File: src/dpi_pkg.sv
// Purpose: Shared constants and types for the DDR memory pin interface block.
// Assumes: 40 MHz system clock, single-beat accesses, one command at a time.
// Notes: Every width, timing count and reset level used by the logic lives here, except the strobe and output-enable levels.
`default_nettype none
package dpi_pkg;
  // Pin widths
  localparam int DQ_W = 32;
  localparam int CB_W = 8;
  localparam int DM_W = 5;
  localparam int ADDR_W = 14;
  localparam int BA_W = 2;
  localparam int CS_W = 2;
  localparam int CLK_PAIRS = 3;
  // Write-data word layout inside the FIFO: {data, check byte, mask}
  localparam int WD_DM_LSB = 0;
  localparam int WD_CB_LSB = WD_DM_LSB + DM_W;
  localparam int WD_DQ_LSB = WD_CB_LSB + CB_W;
  localparam int WD_W = WD_DQ_LSB + DQ_W;
  localparam int FIFO_DEPTH = 16;
  // Reset and idle pin levels
  localparam logic [CS_W-1:0] CS_IDLE = 2'h3;
  localparam logic [BA_W-1:0] BA_RST = 2'h0;
  localparam logic [ADDR_W-1:0] ADDR_RST = 14'h0000;
  localparam logic [DM_W-1:0] DM_IDLE = 5'h1F;
  localparam logic [DQ_W-1:0] DQ_RST = 32'h0000_0000;
  localparam logic [CB_W-1:0] CB_RST = 8'h00;
  localparam logic [CLK_PAIRS-1:0] CLK_RST = 3'h0;
  // Timing: row-to-column delay and read capture latency
  localparam int SYS_CLK_NS = 25;
  localparam int TRCD_NS = 50;
  localparam logic [2:0] RCD_CNT = 3'((TRCD_NS + SYS_CLK_NS - 1) / SYS_CLK_NS);
  localparam logic [2:0] RD_LAT = 3'h3;
  localparam logic [2:0] CNT_ZERO = 3'h0;
  localparam logic [2:0] CNT_ONE = 3'h1;
  // Controller states, one-hot
  typedef enum logic [5:0] {
    ST_RST = 6'h01,
    ST_SAFE = 6'h02,
    ST_IDLE = 6'h04,
    ST_ACT = 6'h08,
    ST_WAIT = 6'h10,
    ST_XFER = 6'h20
  } dpi_state_e;
endpackage
`default_nettype wire

File: src/dpi_fifo_if.sv
// Purpose: Carrier for the write-data FIFO between the pin block and its buffer.
// Assumes: One clock domain for both sides.
// Notes: Push side faces the user, pop side faces the pin sequencer.
`default_nettype none
interface dpi_fifo_if #(parameter int WIDTH = 45);
  logic push_valid; // Word offered for storage
  logic push_ready; // Buffer has room
  logic [WIDTH-1:0] push_data;
  logic pop_valid; // Buffer holds a word
  logic pop_ready; // Sequencer takes the head word
  logic [WIDTH-1:0] pop_data;
  modport buf_side (input push_valid, push_data, pop_ready,
                    output push_ready, pop_valid, pop_data);
  modport user_side (output push_valid, push_data, pop_ready,
                     input push_ready, pop_valid, pop_data);
endinterface
`default_nettype wire

File: src/dpi_top.sv
// Purpose: Memory-side pin interface of a DDR/DDR2 SDRAM controller.
// Assumes: Single-beat accesses; one outstanding command; user logic on sys_clk.
// Notes: Power-on reset pin is synchronised, so it takes effect after three edges.
`default_nettype none
module dpi_top
  import dpi_pkg::*;
(
  input wire logic sys_clk,
  input wire logic srst,
  input wire logic por_n,
  input wire logic sw_enable,
  // Command port
  input wire logic cmd_valid,
  output logic cmd_ready,
  input wire logic cmd_write,
  input wire logic cmd_chip,
  input wire logic [BA_W-1:0] cmd_bank,
  input wire logic [ADDR_W-1:0] cmd_row,
  input wire logic [ADDR_W-1:0] cmd_col,
  // Write-data port into the buffer
  input wire logic wr_valid,
  output logic wr_ready,
  input wire logic [DQ_W-1:0] wr_data,
  input wire logic [CB_W-1:0] wr_check,
  input wire logic [DM_W-1:0] wr_mask,
  // Read-data port
  output logic rd_valid,
  output logic [DQ_W-1:0] rd_data,
  output logic [CB_W-1:0] rd_check,
  // Memory pins
  output logic [CLK_PAIRS-1:0] mem_clk_p,
  output logic [CLK_PAIRS-1:0] mem_clk_n,
  output logic [CS_W-1:0] mem_cs_n,
  output logic mem_ras_n,
  output logic mem_cas_n,
  output logic mem_we_n,
  output logic [BA_W-1:0] mem_bank,
  output logic [ADDR_W-1:0] mem_addr,
  output logic [DM_W-1:0] mem_byte_mask,
  output logic mem_byte_mask_oe_n,
  input wire logic [DQ_W-1:0] mem_data_in,
  output logic [DQ_W-1:0] mem_data_out,
  output logic mem_data_oe_n,
  input wire logic [CB_W-1:0] mem_check_byte_in,
  output logic [CB_W-1:0] mem_check_byte_out,
  output logic mem_check_byte_oe_n
);

  // Whole block state
  typedef struct packed {
    dpi_state_e state;
    logic por_meta; // Synchroniser stage one
    logic por_sync; // Synchroniser stage two
    logic [DQ_W+CB_W-1:0] din_meta; // Read bus stage one
    logic [DQ_W+CB_W-1:0] din_sync; // Read bus stage two
    logic clk_ph; // Memory clock phase
    logic [2:0] cnt; // Delay counter
    logic op_write; // Latched command kind
    logic op_chip;
    logic [ADDR_W-1:0] op_col;
    logic cmd_ready;
    logic wr_ready;
    logic rd_valid;
    logic [DQ_W-1:0] rd_data;
    logic [CB_W-1:0] rd_check;
    logic [CLK_PAIRS-1:0] clk_p;
    logic [CLK_PAIRS-1:0] clk_n;
    logic [CS_W-1:0] cs_n;
    logic ras_n;
    logic cas_n;
    logic we_n;
    logic [BA_W-1:0] bank;
    logic [ADDR_W-1:0] addr;
    logic [DM_W-1:0] mask;
    logic mask_oe_n;
    logic [DQ_W-1:0] dq_out;
    logic [CB_W-1:0] cb_out;
    logic dq_oe_n;
  } dpi_top_s;

  dpi_top_s r;
  dpi_top_s next_r;
  logic fifo_push_ready; // Room flag from the buffer, driven by its registered full flag

  dpi_fifo_if #(.WIDTH(WD_W)) wq ();

  // Reset pin levels; pins float where the memory must not see a drive
  function automatic dpi_top_s reset_levels();
    dpi_top_s s;
    s = '0;
    s.state = ST_RST;
    s.clk_p = CLK_RST;
    s.clk_n = CLK_RST;
    s.cs_n = CS_IDLE;
    s.ras_n = 1'b1;
    s.cas_n = 1'b1;
    s.we_n = 1'b1;
    s.mask = DM_IDLE;
    s.mask_oe_n = 1'b1;
    s.bank = BA_RST;
    s.addr = ADDR_RST;
    s.dq_out = DQ_RST;
    s.cb_out = CB_RST;
    s.dq_oe_n = 1'b1;
    return s;
  endfunction

  // Chip-select decode shared by row and column commands
  function automatic logic [CS_W-1:0] chip_sel(input logic chip);
    chip_sel = ~(CS_W'(1) << chip);
  endfunction

  // User write words enter the buffer directly
  assign wq.push_valid = wr_valid;
  assign wq.push_data = {wr_data, wr_check, wr_mask};
  assign fifo_push_ready = wq.push_ready;
  // Head word is taken only in the write beat
  assign wq.pop_ready = (r.state == ST_XFER) && r.op_write;

  dpi_fifo #(.WIDTH(WD_W), .DEPTH(FIFO_DEPTH)) u_wbuf (
    .sys_clk(sys_clk),
    .srst(srst),
    .fq(wq.buf_side)
  );

  // Next-state logic for the sequencer and all pin levels
  always_comb begin
    next_r = r;
    next_r.por_meta = por_n;
    next_r.por_sync = r.por_meta;
    next_r.din_meta = {mem_data_in, mem_check_byte_in};
    next_r.din_sync = r.din_meta;
    next_r.wr_ready = fifo_push_ready;
    next_r.rd_valid = 1'b0;
    if (!r.por_sync) begin
      // Power-on reset overrides every input except system reset, which wins in the state register
      next_r = reset_levels();
      next_r.por_meta = por_n;
      next_r.por_sync = r.por_meta;
      next_r.din_meta = {mem_data_in, mem_check_byte_in};
      next_r.din_sync = r.din_meta;
    end else begin
      // Free-running memory clocks once out of reset
      next_r.clk_ph = ~r.clk_ph;
      next_r.clk_p = {CLK_PAIRS{next_r.clk_ph}};
      next_r.clk_n = {CLK_PAIRS{~next_r.clk_ph}};
      // Default is a deselect with strobes high, the data bus released and the byte mask driven all-ones
      next_r.cs_n = CS_IDLE;
      next_r.ras_n = 1'b1;
      next_r.cas_n = 1'b1;
      next_r.we_n = 1'b1;
      next_r.mask = DM_IDLE;
      next_r.mask_oe_n = 1'b0;
      next_r.dq_oe_n = 1'b1;
      case (r.state)
        ST_RST: begin
          next_r.state = ST_SAFE;
        end
        ST_SAFE: begin
          // Deselect only, so the memory sees no command at all
          if (sw_enable) begin
            next_r.state = ST_IDLE;
            next_r.cmd_ready = 1'b1;
          end
        end
        ST_IDLE: begin
          if (cmd_valid && r.cmd_ready) begin
            // Row activate on the chosen chip and bank
            next_r.cs_n = chip_sel(cmd_chip);
            next_r.ras_n = 1'b0;
            next_r.bank = cmd_bank;
            next_r.addr = cmd_row;
            next_r.op_write = cmd_write;
            next_r.op_chip = cmd_chip;
            next_r.op_col = cmd_col;
            next_r.cmd_ready = 1'b0;
            next_r.cnt = CNT_ONE;
            next_r.state = ST_WAIT;
          end else if (!sw_enable) begin
            // Software withdrew the enable: fall back to safe idle
            next_r.cmd_ready = 1'b0;
            next_r.state = ST_SAFE;
          end
        end
        ST_WAIT: begin
          // Hold off the column command for the row-to-column time
          if (r.cnt >= RCD_CNT) begin
            next_r.cs_n = chip_sel(r.op_chip);
            next_r.cas_n = 1'b0;
            next_r.we_n = ~r.op_write;
            next_r.addr = r.op_col;
            next_r.cnt = CNT_ZERO;
            next_r.state = ST_XFER;
          end else begin
            next_r.cnt = r.cnt + CNT_ONE;
          end
        end
        ST_XFER: begin
          if (r.op_write) begin
            // Stalls here until the buffer offers a word
            if (wq.pop_valid) begin
              next_r.dq_out = wq.pop_data[WD_DQ_LSB +: DQ_W];
              next_r.cb_out = wq.pop_data[WD_CB_LSB +: CB_W];
              next_r.mask = wq.pop_data[WD_DM_LSB +: DM_W];
              next_r.dq_oe_n = 1'b0;
              next_r.cmd_ready = 1'b1;
              next_r.state = ST_IDLE;
            end
          end else begin
            // Fixed latency, then take the synchronised bus
            if (r.cnt == RD_LAT) begin
              next_r.rd_data = r.din_sync[CB_W +: DQ_W];
              next_r.rd_check = r.din_sync[0 +: CB_W];
              next_r.rd_valid = 1'b1;
              next_r.cmd_ready = 1'b1;
              next_r.state = ST_IDLE;
            end else begin
              next_r.cnt = r.cnt + CNT_ONE;
            end
          end
        end
        default: begin
          next_r.state = ST_RST;
          next_r.cmd_ready = 1'b0;
        end
      endcase
    end
  end

  // State register; system reset loads the same levels as power-on reset
  always_ff @(posedge sys_clk) begin
    if (srst) begin
      r <= reset_levels();
    end else begin
      r <= next_r;
    end
  end

  // Outputs straight from the state register
  assign cmd_ready = r.cmd_ready;
  assign wr_ready = r.wr_ready;
  assign rd_valid = r.rd_valid;
  assign rd_data = r.rd_data;
  assign rd_check = r.rd_check;
  assign mem_clk_p = r.clk_p;
  assign mem_clk_n = r.clk_n;
  assign mem_cs_n = r.cs_n;
  assign mem_ras_n = r.ras_n;
  assign mem_cas_n = r.cas_n;
  assign mem_we_n = r.we_n;
  assign mem_bank = r.bank;
  assign mem_addr = r.addr;
  assign mem_byte_mask = r.mask;
  assign mem_byte_mask_oe_n = r.mask_oe_n;
  assign mem_data_out = r.dq_out;
  assign mem_data_oe_n = r.dq_oe_n;
  assign mem_check_byte_out = r.cb_out;
  assign mem_check_byte_oe_n = r.dq_oe_n;
endmodule
`default_nettype wire

File: src/dpi_fifo.sv
// Purpose: Synchronous FIFO holding write words until the sequencer drives them.
// Assumes: DEPTH is a power of two.
// Notes: Full and empty are registered so ready and valid come from flops.
`default_nettype none
module dpi_fifo #(
  parameter int WIDTH = 45,
  parameter int DEPTH = 16
) (
  input wire logic sys_clk,
  input wire logic srst,
  dpi_fifo_if.buf_side fq
);
  localparam int PW = $clog2(DEPTH);
  localparam logic [PW:0] CNT_FULL = (PW+1)'(DEPTH);
  localparam logic [PW:0] CNT_ONE = (PW+1)'(1);

  typedef struct packed {
    logic [DEPTH-1:0][WIDTH-1:0] mem; // Storage words
    logic [PW-1:0] wr_ptr;
    logic [PW-1:0] rd_ptr;
    logic [PW:0] count;
    logic full;
    logic empty;
  } dpi_fifo_s;

  dpi_fifo_s r;
  dpi_fifo_s next_r;
  logic do_push;
  logic do_pop;

  assign fq.push_ready = ~r.full;
  assign fq.pop_valid = ~r.empty;
  assign fq.pop_data = r.mem[r.rd_ptr];

  // Next-state: push and pop may happen in the same cycle
  always_comb begin
    next_r = r;
    do_push = fq.push_valid & ~r.full;
    do_pop = fq.pop_ready & ~r.empty;
    if (do_push) begin
      next_r.mem[r.wr_ptr] = fq.push_data;
      next_r.wr_ptr = r.wr_ptr + PW'(1);
    end
    if (do_pop) begin
      next_r.rd_ptr = r.rd_ptr + PW'(1);
    end
    if (do_push && !do_pop) begin
      next_r.count = r.count + CNT_ONE;
    end else if (do_pop && !do_push) begin
      next_r.count = r.count - CNT_ONE;
    end
    next_r.full = (next_r.count == CNT_FULL);
    next_r.empty = (next_r.count == '0);
  end

  // State register
  always_ff @(posedge sys_clk) begin
    if (srst) begin
      r <= '0;
      r.empty <= 1'b1;
    end else begin
      r <= next_r;
    end
  end
endmodule
`default_nettype wire

File: config.mk
export PLATFORM = sky130hd
export DESIGN_NAME = dpi_top
export DESIGN_NICKNAME = d
export VERILOG_FILES = /design/src/dpi_pkg.sv /design/src/dpi_fifo_if.sv /design/src/dpi_top.sv /design/src/dpi_fifo.sv
export SDC_FILE = /design/constraint.sdc
export NUM_CORES = 2
export LEC_CHECK = 0
export CORE_AREA = 5 5 335 255
export CTS_BUF_LIST = sky130_fd_sc_hd__clkbuf_4
export CTS_CLUSTER_SIZE = 12
export DETAILED_ROUTE_END_ITERATION = 12
export DIE_AREA = 0 0 340 260
export DONT_BUFFER_PORTS = 1
export MAX_ROUTING_LAYER = met4
export PLACE_DENSITY = 0.66
export SLEW_MARGIN = 40
export SYNTH_ARGS = -nofsm -noshare
export SYNTH_HDL_FRONTEND = slang
export SYNTH_HIERARCHICAL = 1
export SYNTH_SLANG_ARGS = --single-unit
File: constraint.sdc
create_clock -name sys_clk -period 2.4 [get_ports sys_clk]
set_input_delay 0.24 -clock sys_clk [delete_from_list [all_inputs] [get_ports sys_clk]]
set_output_delay 0.24 -clock sys_clk [all_outputs]
set_load 0.01 [all_outputs]
==> flow_summary.json <==
{
  "swShare_pct": 24.99,
  "clock_path_buffers": 3,
  "rsz0062_at_grt": "no",
  "finalCritPeriodShare_pct": 97.30,
  "min_path_cells": 4,
  "nNetsFinal": 4808,
  "track_usage_pct": 29.67,
  "routedWlPerCell_um": 22.64,
  "yosysTopAreaCell": "dfxtp_1",
  "p_comb_share_pct": 5.4,
  "period_minus_slack_ns": 2.335,
  "ys_seq_area_share_pct": 48.24,
  "worst_slew_pin_slew_ns": 0.7948,
  "async_reset_ff_share_pct": 0,
  "multi_input_area_sq_mm": 0.01801,
  "slew_headroom_pct": 47.02,
  "cts_sinks": 954,
  "grt_start_max_net_pins": 817,
  "fillers": 6877,
  "required_ns": 3.43,
  "die_w_um": 340,
  "end_kind": "flip-flop",
  "status": "finished with violations",
  "synth_fp_nets": 4652,
  "io_buffers": 0,
  "power-per-cell-area_mw_per_mm2": 673.6,
  "ff2ff_setup_slack_ns": 0.06,
  "vias_per_cell": 5.808,
  "final_common_cell": "nand2_1",
  "synth_cell_type_count": 58,
  "finClkSkew_ns": 0.1001,
  "vias": 34370,
  "tns_ns": 0,
  "drv_cap": 0,
  "cts_tree": "done",
  "antenna_found_initial": 13,
  "synth_top_area_share_pct": 48.24,
  "insertion_delay_ns": 1.18,
  "final_layout_size_suffix_gt1_share_pct": 14.01,
  "synth_cells": 4519,
  "critPathCapture": "u_wbuf/r[11]$_SDFFE_PP0P_",
  "final_hold_viol_count": 68,
  "violations": "hold timing",
  "drtIter0Drc": 4658,
  "regToRegEndpoint": "u_wbuf/r[11]$_SDFFE_PP0P_",
  "rr_worst_depth": 6,
  "drt-pass1-iter-count": 6,
  "rows": 91,
  "first_global_vias": 33060,
  "routed_wl_um": 134000,
  "final_core_util_pct": 56.83,
  "leakage_nw": 15.83,
  "netSwitchingPower_w": 0.007810,
  "worstPathArrival_ns": 3.36,
  "synthTopCellsByArea": "dfxtp_1 48%, nand2_1 16%, a21oi_1 11%, mux4_2 8.6%, mux4_1 4.9%",
  "critical_path_class": "reg -> reg",
  "holdWs_ns": -0.1031,
  "core_sq_mm": 0.08164,
  "clock-root-buffer": "clkbuf_4",
  "setup_viol": 0,
  "synthesis.area_sq_mm": 0.03959,
  "p_seq_share_pct": 51.6,
  "avgSynthCellArea_sq_um": 8.761,
  "grt_pass1_wl_um": 197500,
  "timing.rr.start": "u_wbuf/r[1]$_SDFF_PP0_",
  "drc": 0,
  "yosysWarnings": 6,
  "start_kind": "flip-flop",
  "final_cell_mix": "1,685 x nand2_1, 950 x dfxtp_1, 843 x a21oi_1",
  "fmax_mhz": 428.2,
  "yosys_register_bits": 954,
  "clockPowerShare_pct": 43.1,
  "htree_levels": 4,
  "p_int_w": 0.02344,
  "ios": 241,
  "seqCellArea_sq_mm": 0.01911,
  "postRouteAntennaNets": 0,
  "crit_start": "u_wbuf/r[1]$_SDFF_PP0_",
  "dieArea_sq_mm": 0.08840,
  "routabilityCongestion": 0.8388,
  "cts_inserted_buffers": 228,
  "gr-total-overflow": 0,
  "slew_violations": 0,
  "cts.clk_slew.worst_paths_ns": 0.07,
  "holdCritPathClass": "in -> reg",
  "hpwl_um": 67210,
  "synth-main-ff-cell": "dfxtp_1",
  "syn2layout_area_growth_pct": 17.19,
  "crit_fanout": 10,
  "die_h_um": 260,
  "ir_worst_vdd_uv": 416.6,
  "initial_utilization_pct": 48.49,
  "synth_edf_count": 0
}
## per-layer routing
| metal | part of all wire (%) | wire length [um] | global-route usage [%] | up-vias |
|---|---|---|---|---|
| met2 | 46 | 62220 | 46.40 | 2011 |
| met4 | 3.5 | 4749 | 12.12 | 0 |
| met1 | 39 | 52420 | 37.70 | 16510 |
| li1 | - | - | - | 15450 |
| met3 | 11 | 14600 | 6.507 | 405 |
| met5 | 0 | 0 | - | - |
## logic make-up (layout without fill, tap and decap cells)
group / after synthesis / count (layout) / synth area share (%)
flops: 954 / 954 / 48.24
simple gates: 1888 / 1888 / 19.20
xor+xnor: 10 / 10 / 0.2212
fa+ha+maj: 10 / 10 / 0.3160
compound gates: 883 / 883 / 11.53
mux: 228 / 228 / 13.58
other cells: 0 / 16 / 0
buf+inv: 546 / 859 / 6.915
## timing repair
action,4_1_cts,5_1_grt
hold endpoints to repair,895,137
endpoints found under the setup margin,0,13
setup buffers,0,1
hold buffers,323,8
gates resized for setup,0,4
## area by class of cell
class	count	area share, %
diodes	16	0.08630
clock buffers	331	5.356
clock inverters	56	0.8225
inverters	14	0.1187
multi-input cells	3019	38.81
flip-flops and latches	954	41.20
well taps	1069	2.883
repair buffers	458	10.72
## worst min path at each step
stage / from / slack (ns) / to
after floorplan: mem_check_byte_in[0] / 0.37 / next_r[137]$_SDFF_PP0_
after CTS: srst / -0.86 / u_wbuf/r[97]$_SDFFE_PP0P_
after global placement: mem_data_in[28] / 0.37 / next_r[173]$_SDFF_PP0_
after global routing: srst / -0.03 / u_wbuf/r[683]$_SDFFE_PP0P_
final: srst / -0.10 / u_wbuf/r[230]$_SDFFE_PP0P_
after detailed placement: srst / 0.37 / u_wbuf/r[637]$_SDFFE_PP0P_
## cell usage after synthesis (5+ instances only)
cell type and instances:
xnor2_1 5, or3_1 9, buf_1 12, xor2_1 5, nand2b_1 7, ha_1 10
mux4_1 74, nor2_1 20, a311oi_1 15, nor3_1 8, inv_1 14, nor2b_1 90
clkbuf_1 306, and2_1 5, buf_2 82, mux4_2 151, nand4_1 7, and3_1 7
buf_4 113, buf_8 5, nand3_1 20, dfxtp_1 954, buf_6 14, nand2_1 1686
nor2_2 10, a21oi_1 843
## power groups by stage
| stage | logic, W | registers (W) | clock network [W] |
|---|---|---|---|
| final | 0.00167 | 0.0161 | 0.0135 |
| after global routing | 0.00176 | 0.0161 | 0.0144 |
| after CTS | 0.00135 | 0.0161 | 0.0134 |
| after detailed placement | 0.000802 | 0.0165 | 0 |
| after global placement | 0.000785 | 0.0165 | 0 |
| after floorplan | 0.000860 | 0.0164 | 0 |
## critical path, stage by stage, from the launching register on
cell           delay (ns)
dfxtp_1              0.34
nor2b_4              0.32
buf_4                0.25
xnor2_1              0.16
nor2_1               0.05
dlygate4sd3_1        0.57
dlygate4sd3_1        0.55
## state kept, by name (all words and copies together) (netlist names), 2 cells and up
register            flops
mem_byte_mask           5
rd_check                8
mem_bank                2
r                      65
next_r                 41
rd_data                32
mem_addr               14
mem_cs_n                2
mem_check_byte_out      8
mem_data_out           32
u_wbuf/r              735
## stage by stage
stage	hold slack, ns	setup slack (ns)	instance area, sq um	cells	total power, W
detailed placement	0.3661	0.1889	39980	5177	0.01727
global placement	0.3706	0.1891	39980	5177	0.01724
CTS	-0.8575	0.04911	46080	5887	0.03091
floorplan	0.3682	0.1543	39590	4519	0.01730
finish	-0.1031	0.06469	46390	5917	0.03125
global route	-0.03287	0.01140	46380	5912	0.03233
Power figures use the tool's default switching activity.
